===== config.mk =====
export PLATFORM = sky130hd
export DESIGN_NAME = smc_top
export DESIGN_NICKNAME = d
export VERILOG_FILES = /design/src/smc_top.v /design/src/smc_sync2.v
export VERILOG_INCLUDE_DIRS = /design/src /design/src/src
export SDC_FILE = /design/constraint.sdc
export NUM_CORES = 1
export LEC_CHECK = 0
export ABC_AREA = 0
export BUFFER_PORTS_ARGS = -buffer_cell sky130_fd_sc_hd__buf_2
export CAP_MARGIN = 40
export CORE_ASPECT_RATIO = 0.8
export CORE_MARGIN = 2
export CORE_UTILIZATION = 40
export CTS_CLUSTER_DIAMETER = 80
export DETAILED_ROUTE_END_ITERATION = 6
export HOLD_SLACK_MARGIN = 0.02
export PLACE_DENSITY_LB_ADDON = 0.25
export SYNTH_ARGS = -nofsm -noshare
export SYNTH_HDL_FRONTEND = slang
export SYNTH_SLANG_ARGS = --single-unit
export TNS_END_PERCENT = 20

===== constraint.sdc =====
create_clock -name core_clk_in -period 1.89 [get_ports core_clk_in]
set_input_delay 0.378 -clock core_clk_in [delete_from_list [all_inputs] [get_ports core_clk_in]]
set_output_delay 0.378 -clock core_clk_in [all_outputs]
set_load 0.03 [all_outputs]

===== src/smc_regs.vh =====
// Purpose: Constants for the supply monitor control block.
// Assumes: Included by the top design file of the block; the synchroniser does not include it.
// Notes: Offsets are the addresses inside the extended I/O bank.
//
// Overview of operation
// - Registers are reached only with extended bank selected; other reads return zero.
// - Reset level 00/01 picks 2.6/2.9 V trip.
// - Level 11: no reset, status still shows.
// - Low-voltage field picks one of four thresholds.
// - Flash enabled only above low-voltage threshold.
// - Status bit 1 shows low-voltage comparator state.
// - Status bit 0 shows precision reset comparator.
// - Duty field sets detector on-time ratio.
// - Results sampled on second slow rising edge after wake.
`ifndef SMC_REGS_VH
`define SMC_REGS_VH

// Register offsets within the extended bank.
`define SMC_OFS_LEVEL_CTRL  9'h1E3
`define SMC_OFS_CMP_STATE   9'h1E4
`define SMC_OFS_DUTY_TRIM   9'h1EB

// Field positions.
`define SMC_RST_LVL_HI      5
`define SMC_RST_LVL_LO      4
`define SMC_LV_LVL_HI       2
`define SMC_LV_LVL_LO       0
`define SMC_DUTY_HI         7
`define SMC_DUTY_LO         6
`define SMC_LOW_SUPPLY_BIT  1
`define SMC_PREC_RST_BIT    0

// Write masks for the writable registers.
`define SMC_LEVEL_CTRL_MASK 8'h37
`define SMC_DUTY_TRIM_MASK  8'hC0

// Reset values.
`define SMC_LEVEL_CTRL_RST  8'h00
`define SMC_DUTY_TRIM_RST   8'h00

// Reset level codes.
`define SMC_RST_LVL_2V7     2'h0
`define SMC_RST_LVL_3V0     2'h1
`define SMC_RST_LVL_RSVD    2'h2
`define SMC_RST_LVL_OFF     2'h3

// Duty periods in slow clock periods: on-time one period of this many.
`define SMC_DUTY_P00        10'h080
`define SMC_DUTY_P01        10'h200
`define SMC_DUTY_P10        10'h020
`define SMC_DUTY_P11        10'h008

// Slow edges after power-down release at which results are captured.
`define SMC_WAKE_SAMPLE_EDGE 2'h2

`endif


===== src/smc_top.v =====
// Purpose: Control and status registers of the on-chip supply monitor.
// Assumes: The analog comparators and slow oscillator sit outside.
// Notes: One CPU bus cycle is one core clock with a read or write strobe.
`timescale 1ns/100ps
`include "smc_regs.vh"

module smc_top (
  input  wire       core_clk_in,       // Core clock, 10 MHz.
  input  wire       nrst_in,           // Asynchronous reset, active low.
  input  wire       clk_en_in,         // Freezes all state while low.
  input  wire       io_bank_select_in, // Extended I/O bank flag from CPU.
  input  wire [8:0] addr_in,           // Register address.
  input  wire       wr_en_in,          // Write strobe, one cycle.
  input  wire       rd_en_in,          // Read strobe, one cycle.
  input  wire [7:0] wr_data_in,        // Write data.
  input  wire       prec_cmp_2v7_in,   // Comparator: below 2.6 V trip.
  input  wire       prec_cmp_3v0_in,   // Comparator: below 2.9 V trip.
  input  wire [3:0] lv_cmp_in,         // Comparators: below each threshold.
  input  wire       slow_clk_in,       // 32 kHz oscillator, sampled.
  input  wire       power_down_in,     // System power down, high asleep.
  output reg  [7:0] rd_data_out,       // Read data, registered.
  output reg        rd_valid_out,      // Read answer valid, one cycle.
  output reg        precision_reset_out, // Request chip reset.
  output reg        low_supply_irq_out,  // Low-voltage trip event pulse.
  output reg        flash_enable_out,    // Flash may operate.
  output reg        detector_on_out,     // Detector bias on this period.
  output reg  [1:0] reset_trim_out,      // Trip range to the analog part.
  output reg  [2:0] lv_trim_out          // Threshold code to analog part.
);

  ////////////////////////////////////////////////////////////////////////
  // Input synchronisation.
  ////////////////////////////////////////////////////////////////////////

  wire [7:0] raw_async;   // All asynchronous inputs gathered.
  wire [7:0] sync_bus;    // Their synchronised copies.
  wire       prec_2v7_s;  // Synchronised 2.6 V comparator.
  wire       prec_3v0_s;  // Synchronised 2.9 V comparator.
  wire [3:0] lv_s;        // Synchronised low-voltage comparators.
  wire       slow_s;      // Synchronised slow clock.
  wire       pd_s;        // Synchronised power down.

  assign raw_async = {power_down_in, slow_clk_in, lv_cmp_in,
                      prec_cmp_3v0_in, prec_cmp_2v7_in};

  smc_sync2 #(
    .WIDTH (8)
  ) u_sync (
    .core_clk_in (core_clk_in),
    .nrst_in     (nrst_in),
    .clk_en_in   (clk_en_in),
    .async_in    (raw_async),
    .sync_out    (sync_bus)
  );

  assign prec_2v7_s = sync_bus[0];
  assign prec_3v0_s = sync_bus[1];
  assign lv_s       = sync_bus[5:2];
  assign slow_s     = sync_bus[6];
  assign pd_s       = sync_bus[7];

  ////////////////////////////////////////////////////////////////////////
  // Register file.
  ////////////////////////////////////////////////////////////////////////

  reg  [7:0] level_ctrl_reg;  // Reset and low-voltage level selects.
  reg  [7:0] duty_trim_reg;   // Detector duty select.
  reg  [1:0] cmp_state_reg;   // Captured comparator results.
  wire [1:0] reset_level_select;
  wire [2:0] low_voltage_level_select;
  wire [1:0] duty_select;
  wire       bank_hit;        // Access aimed at the extended bank.

  assign reset_level_select       = level_ctrl_reg[`SMC_RST_LVL_HI:`SMC_RST_LVL_LO];
  assign low_voltage_level_select = level_ctrl_reg[`SMC_LV_LVL_HI:`SMC_LV_LVL_LO];
  assign duty_select              = duty_trim_reg[`SMC_DUTY_HI:`SMC_DUTY_LO];
  assign bank_hit                 = io_bank_select_in;

  // Writes land only through the masks, so reserved bits stay zero.
  always @(posedge core_clk_in or negedge nrst_in)
  begin
    if (!nrst_in)
    begin
      level_ctrl_reg <= `SMC_LEVEL_CTRL_RST;
      duty_trim_reg  <= `SMC_DUTY_TRIM_RST;
    end
    else if (clk_en_in && wr_en_in && bank_hit)
    begin
      if (addr_in == `SMC_OFS_LEVEL_CTRL)
      begin
        level_ctrl_reg <= wr_data_in & `SMC_LEVEL_CTRL_MASK;
      end
      else if (addr_in == `SMC_OFS_DUTY_TRIM)
      begin
        duty_trim_reg <= wr_data_in & `SMC_DUTY_TRIM_MASK;
      end
    end
  end

  // Read mux; unmapped or wrong-bank reads return zero with valid.
  always @(posedge core_clk_in or negedge nrst_in)
  begin
    if (!nrst_in)
    begin
      rd_data_out  <= 8'h00;
      rd_valid_out <= 1'b0;
    end
    else if (clk_en_in)
    begin
      rd_valid_out <= rd_en_in;
      if (rd_en_in && bank_hit && addr_in == `SMC_OFS_LEVEL_CTRL)
      begin
        rd_data_out <= level_ctrl_reg;
      end
      else if (rd_en_in && bank_hit && addr_in == `SMC_OFS_CMP_STATE)
      begin
        rd_data_out <= {6'h00, cmp_state_reg};
      end
      else if (rd_en_in && bank_hit && addr_in == `SMC_OFS_DUTY_TRIM)
      begin
        rd_data_out <= duty_trim_reg;
      end
      else
      begin
        rd_data_out <= 8'h00;
      end
    end
  end

  ////////////////////////////////////////////////////////////////////////
  // Comparator selection.
  ////////////////////////////////////////////////////////////////////////

  reg prec_sel;  // Precision comparator for the chosen range.
  reg lv_sel;    // Low-voltage comparator for the chosen threshold.

  // Code 11 still watches the 3 V range so software can poll it.
  always @*
  begin
    prec_sel = 1'b0;
    case (reset_level_select)
      `SMC_RST_LVL_2V7: prec_sel = prec_2v7_s;
      `SMC_RST_LVL_3V0: prec_sel = prec_3v0_s;
      `SMC_RST_LVL_OFF: prec_sel = prec_3v0_s;
      default:          prec_sel = prec_2v7_s; // Reserved code, safest range.
    endcase
  end

  // Codes without a threshold fall back to the lowest one.
  always @*
  begin
    lv_sel = lv_s[0];
    if (low_voltage_level_select[2] == 1'b0)
    begin
      lv_sel = lv_s[low_voltage_level_select[1:0]];
    end
  end

  ////////////////////////////////////////////////////////////////////////
  // Wake sampling and duty sequencer on the slow clock.
  ////////////////////////////////////////////////////////////////////////

  localparam ST_AWAKE = 3'b001;  // Running, results follow comparators.
  localparam ST_SLEEP = 3'b010;  // Powered down, results held.
  localparam ST_WAKE  = 3'b100;  // Counting slow edges after release.

  reg [2:0] state_reg;
  reg [2:0] state_next;
  reg       slow_d_reg;     // Previous synchronised slow clock.
  reg [1:0] wake_cnt_reg;   // Slow rising edges since release.
  reg [9:0] duty_cnt_reg;   // Slow period counter for duty.
  reg [9:0] duty_period;    // Period length for the duty select.
  wire      slow_rise;
  wire      sample_now;

  assign slow_rise  = slow_s & ~slow_d_reg;
  assign sample_now = (state_reg == ST_AWAKE) ||
                      (state_reg == ST_WAKE && slow_rise &&
                       wake_cnt_reg == `SMC_WAKE_SAMPLE_EDGE - 2'h1);

  // Sleep follows the synchronised power down; wake ends at the capture edge.
  always @*
  begin
    state_next = state_reg;
    case (state_reg)
      ST_AWAKE: if (pd_s) state_next = ST_SLEEP;
      ST_SLEEP: if (!pd_s) state_next = ST_WAKE;
      ST_WAKE:  if (sample_now) state_next = ST_AWAKE;
      default:  state_next = ST_AWAKE;
    endcase
  end

  // Period length in slow clock periods for each duty code.
  always @*
  begin
    case (duty_select)
      2'h0:    duty_period = `SMC_DUTY_P00;
      2'h1:    duty_period = `SMC_DUTY_P01;
      2'h2:    duty_period = `SMC_DUTY_P10;
      default: duty_period = `SMC_DUTY_P11;
    endcase
  end

  // The duty counter runs free on slow edges; on for one period of N.
  always @(posedge core_clk_in or negedge nrst_in)
  begin
    if (!nrst_in)
    begin
      state_reg       <= ST_AWAKE;
      slow_d_reg      <= 1'b0;
      wake_cnt_reg    <= 2'h0;
      duty_cnt_reg    <= 10'h000;
      detector_on_out <= 1'b0;
    end
    else if (clk_en_in)
    begin
      state_reg  <= state_next;
      slow_d_reg <= slow_s;
      if (state_reg != ST_WAKE)
      begin
        wake_cnt_reg <= 2'h0;
      end
      else if (slow_rise)
      begin
        wake_cnt_reg <= wake_cnt_reg + 2'h1;
      end
      if (slow_rise)
      begin
        if (duty_cnt_reg >= duty_period - 10'h001)
        begin
          duty_cnt_reg <= 10'h000;
        end
        else
        begin
          duty_cnt_reg <= duty_cnt_reg + 10'h001;
        end
      end
      detector_on_out <= (duty_cnt_reg == 10'h000);
    end
  end

  ////////////////////////////////////////////////////////////////////////
  // Status capture and system outputs.
  ////////////////////////////////////////////////////////////////////////

  // Results are held through sleep and refreshed at the wake sample.
  always @(posedge core_clk_in or negedge nrst_in)
  begin
    if (!nrst_in)
    begin
      cmp_state_reg       <= 2'h0;
      precision_reset_out <= 1'b0;
      low_supply_irq_out  <= 1'b0;
      flash_enable_out    <= 1'b0;
      reset_trim_out      <= 2'h0;
      lv_trim_out         <= 3'h0;
    end
    else if (clk_en_in)
    begin
      reset_trim_out <= (reset_level_select == `SMC_RST_LVL_OFF) ?
                        `SMC_RST_LVL_3V0 : reset_level_select;
      lv_trim_out    <= low_voltage_level_select;
      if (sample_now)
      begin
        cmp_state_reg[`SMC_PREC_RST_BIT]   <= prec_sel;
        cmp_state_reg[`SMC_LOW_SUPPLY_BIT] <= lv_sel;
      end
      precision_reset_out <= cmp_state_reg[`SMC_PREC_RST_BIT] &&
                             reset_level_select != `SMC_RST_LVL_OFF;
      low_supply_irq_out  <= sample_now && lv_sel &&
                             !cmp_state_reg[`SMC_LOW_SUPPLY_BIT];
      flash_enable_out    <= !cmp_state_reg[`SMC_LOW_SUPPLY_BIT] &&
                             (state_reg == ST_AWAKE);
    end
  end

endmodule


===== src/smc_sync2.v =====
// Purpose: Two flip-flop synchroniser for asynchronous level inputs.
// Assumes: Inputs are levels that stay put for several clock cycles.
// Notes: The first stage is read by the second stage only.
`timescale 1ns/100ps

module smc_sync2 #(
  parameter WIDTH = 1
) (
  input  wire             core_clk_in,
  input  wire             nrst_in,
  input  wire             clk_en_in,
  input  wire [WIDTH-1:0] async_in,
  output wire [WIDTH-1:0] sync_out
);

  reg [WIDTH-1:0] meta_reg;  // First stage, may go metastable.
  reg [WIDTH-1:0] sync_reg;  // Second stage, safe to use.

  // Both stages freeze with the clock enable so timing stays uniform.
  always @(posedge core_clk_in or negedge nrst_in)
  begin
    if (!nrst_in)
    begin
      meta_reg <= {WIDTH{1'b0}};
      sync_reg <= {WIDTH{1'b0}};
    end
    else if (clk_en_in)
    begin
      meta_reg <= async_in;
      sync_reg <= meta_reg;
    end
  end

  assign sync_out = sync_reg;

endmodule


==> key figures <==
Clock tree
  • CTS tree: done
  • CTS Buf Count: 9
  • Clock tree root driver cell: clkbuf_8
  • Htree depth: 3
  • CTS Sinks: 58
  • CTS Buffer Depth: 2
  • Clock slew at reported path FFs: 0.06 ns
  • Worst-Skew Late Latency: 0.34 ns

Floorplan
  • Cell Rows: 27
  • Die width: 98.4 um
  • CORE AREA: 6890 um2
  • Initial Util: 0.414
  • Die area: just under 8000 um2
  • Die height: 79.5 um
  • I/O Pins: 49

Detailed routing
  • Vias: between 2000 and 2500
  • Antenna-violating nets left: 0
  • Top layer in use: met4
  • Avg WL per Cell: 15.0 um
  • Total Wirelength: between 6000 and 7000 um
  • Wl on met1: 2910 um
  • Drt initial violations: roughly 100
  • WL met3: ~440 um
  • WL met2: about 2800 um
  • DR pass1 iterations: 4
  • Via density: about 5.2
  • Residual DRC count: 0

Synthesis
  • Adder-Cell Fraction of Synth Area: 0.0395
  • Synth top area cells: dfrtp_1 (50%), mux2_2 (11%), ha_1 (3.9%)
  • Post-synthesis cell count: approximately 250
  • Synth Area in XOR/XNOR: 0
  • #FFs+latches synth: slightly below 60
  • Combinational family with the most area after synthesis: simple AND/OR/NAND/NOR gates
  • Seq/Total Area, Yosys: 0.509
  • Post-synthesis area per instance: between 10 and 15 um2
  • Area of the mapped netlist: 2850 um2
  • YS warnings: 0
  • Post-Syn Nets: 294
  • Post-synth top area cell: dfrtp_1
  • Distinct cells, synth: between 40 and 50
  • Post-Synth Simple-Gate Area: 0.157
  • Yosys top cell area share: 0.500
  • Multiplexer share of the synthesized area: 0.147
  • Compound-Gate Fraction of Synth Area: 0.107

Layout
  • Final #Nets: ~360
  • Post-layout util: 0.521
  • Design Area, Final: 3590 um2
  • ANT cells: 0
  • Post-Layout Cell Count: 414
  • Layout cell share with drive strength beyond 1: 0.410
  • Max reg flops: 10
  • Most frequent cells in the layout: dfrtp_1 (57), buf_2 (47), mux2_2 (27)
  • Area Overhead vs Synth: 26.0%
  • Leading cell type in the layout, fill and taps excluded: dfrtp_1

Critical path
  • Worst Setup Start Kind: register
  • Worst r2r dst: duty_cnt_reg[2]
  • R2R Path Start: duty_trim_reg[7]
  • CP arrival: around 2.1 ns
  • FF-to-FF setup slack: around 0.0052 ns
  • CP required: roughly 2.1 ns
  • CP Capture Type: register
  • Crit Path Category: reg -> reg
  • Crit-path max FO: 4
  • Worst reg2reg path depth: 8

Timing
  • Fmax: ~530 MHz
  • Final Hold Vio Count: 0
  • Tcrit/Tclk final: 0.997
  • Setup-failing EPs final: 0
  • Fin Clk Skew: just under 0.008 ns
  • Worst hold margin: between 0.04 and 0.05 ns
  • Final slew viol count: 0
  • Fin crit period: ~1.9 ns
  • RSZ-0062 raised after global routing: yes

Pwr
  • Leak: around 1.6 nW
  • VDD IR max: approximately 0.00053 V
  • PwrDens: 1010 nW/um2
  • Power after layout: around 0.0036 W

Status
  • Status: complete, no violations

GRT
  • First-pass GRT wire length: around 10000 um
  • Largest net degree at the start of global routing: 59
  • Global Route Usage Sum: 0.170
  • Number of global-route vias before repair: about 2100
  • Total grt overflow: 0
  • Initial antenna violation count: 0

Place
  • Placed insts: slightly below 400
  • Post-DP HPWL: 4300 um
  • PortBufs: 46
  • Final Wtd Congestion: a little under 0.8
  • Area post-placement: ~3300 um2

Min path
  • HP Class: in -> async

Run
  • Max-cap viol count: 0
[cell families (layout without fill, tap and decap cells)]
| kind of cell | count (synthesis) | in the layout |
|---|---|---|
| flip-flops | 58 | 58 |
| multiplexers | 36 | 36 |
| AO/OA/AOI/OAI | 44 | 44 |
| AND/OR/NAND/NOR | 80 | 80 |
| adder cells (fa/ha/maj) | 9 | 9 |
| buffers and inverters | 25 | 98 |
| other | 2 | 2 |
[worst max-delay path by stage]
stage,startpoint,to,depth (start not counted)
floorplan,duty_trim_reg[6],duty_cnt_reg[5],8
global placement,duty_trim_reg[6],duty_cnt_reg[5],8
detailed placement,duty_trim_reg[6],duty_cnt_reg[5],8
CTS,duty_trim_reg[6],duty_cnt_reg[7],9
global route,duty_trim_reg[6],duty_cnt_reg[4],10
finish,duty_trim_reg[7],duty_cnt_reg[2],8
[critical path: stages (launching register included)]
cell	delay [ns]
dfrtp_1	0.43
nand2_2	0.11
ha_4	0.25
ha_4	0.27
and3_4	0.19
a31oi_4	0.10
buf_6	0.15
a31oi_1	0.16
o22ai_1	0.10
[routing by layer]
metal  up-vias  track usage
met1      1044        0.237
li1       1044            -
met3         7       0.0639
met4         0       0.0575
met2        59        0.241
met5         -            0
[cell type report]
| cell class | count | area (um2) |
|---|---|---|
| fill | 609 | 3300 |
| sequential | 58 | 1450 |
| multi-input combinational | 171 | 1380 |
| timing repair buffer | 65 | 394 |
| clock buffer | 10 | 138 |
| tap | 87 | 109 |
| inverter | 18 | 67.6 |
| clock inverter | 5 | 55.1 |
[per-stage QoR]
stage                     setup slack, ns  TNS [ns]
after CTS                         0.00669         0
final                             0.00524         0
after floorplan                   -0.0127   -0.0127
after global placement             -0.127    -0.716
after global routing              -0.0569    -0.363
after detailed placement           -0.182     -1.32
[repair_timing]
item / in CTS / in global routing
hold buffers: 0 / 0
pin swaps: 2 / 5
setup endpoints to repair: 10 / 10
endpoints found under the hold margin: 0 / 0
resized for setup: 11 / 13
cloned: 0 / 1
buffers inserted: 2 / 2
[power breakdown]
part           internal [W]  switching, W  total [W]  leakage, nW
logic              0.000411      0.000471   0.000882        0.809
clock network      0.000632      0.000499    0.00113       0.0941
registers           0.00144      0.000192    0.00163        0.745
[cell usage after synthesis, drive strengths merged]
cell type / n
dfrtp: 57
mux2: 32
nand2: 25
inv: 18
o21ai: 15
nand3: 11
nor2: 10
ha: 9
a31oi: 7
a21oi: 5
nor2b: 5
nor3: 5
a22o: 4
clkbuf: 4
mux2i: 4
nand2b: 4
nand3b: 4
nor4: 4
o22ai: 4
buf: 3
a221o: 2
a32o: 2
and3b: 2
conb: 2
nor3b: 2
o2bb2ai: 2
or2: 2
or3: 2
a21o: 1
a221oi: 1
and3: 1
dfstp: 1
nand4: 1
nand4b: 1
nor4b: 1
o211ai: 1
Note: power is estimated with default switching activity, not from simulation.
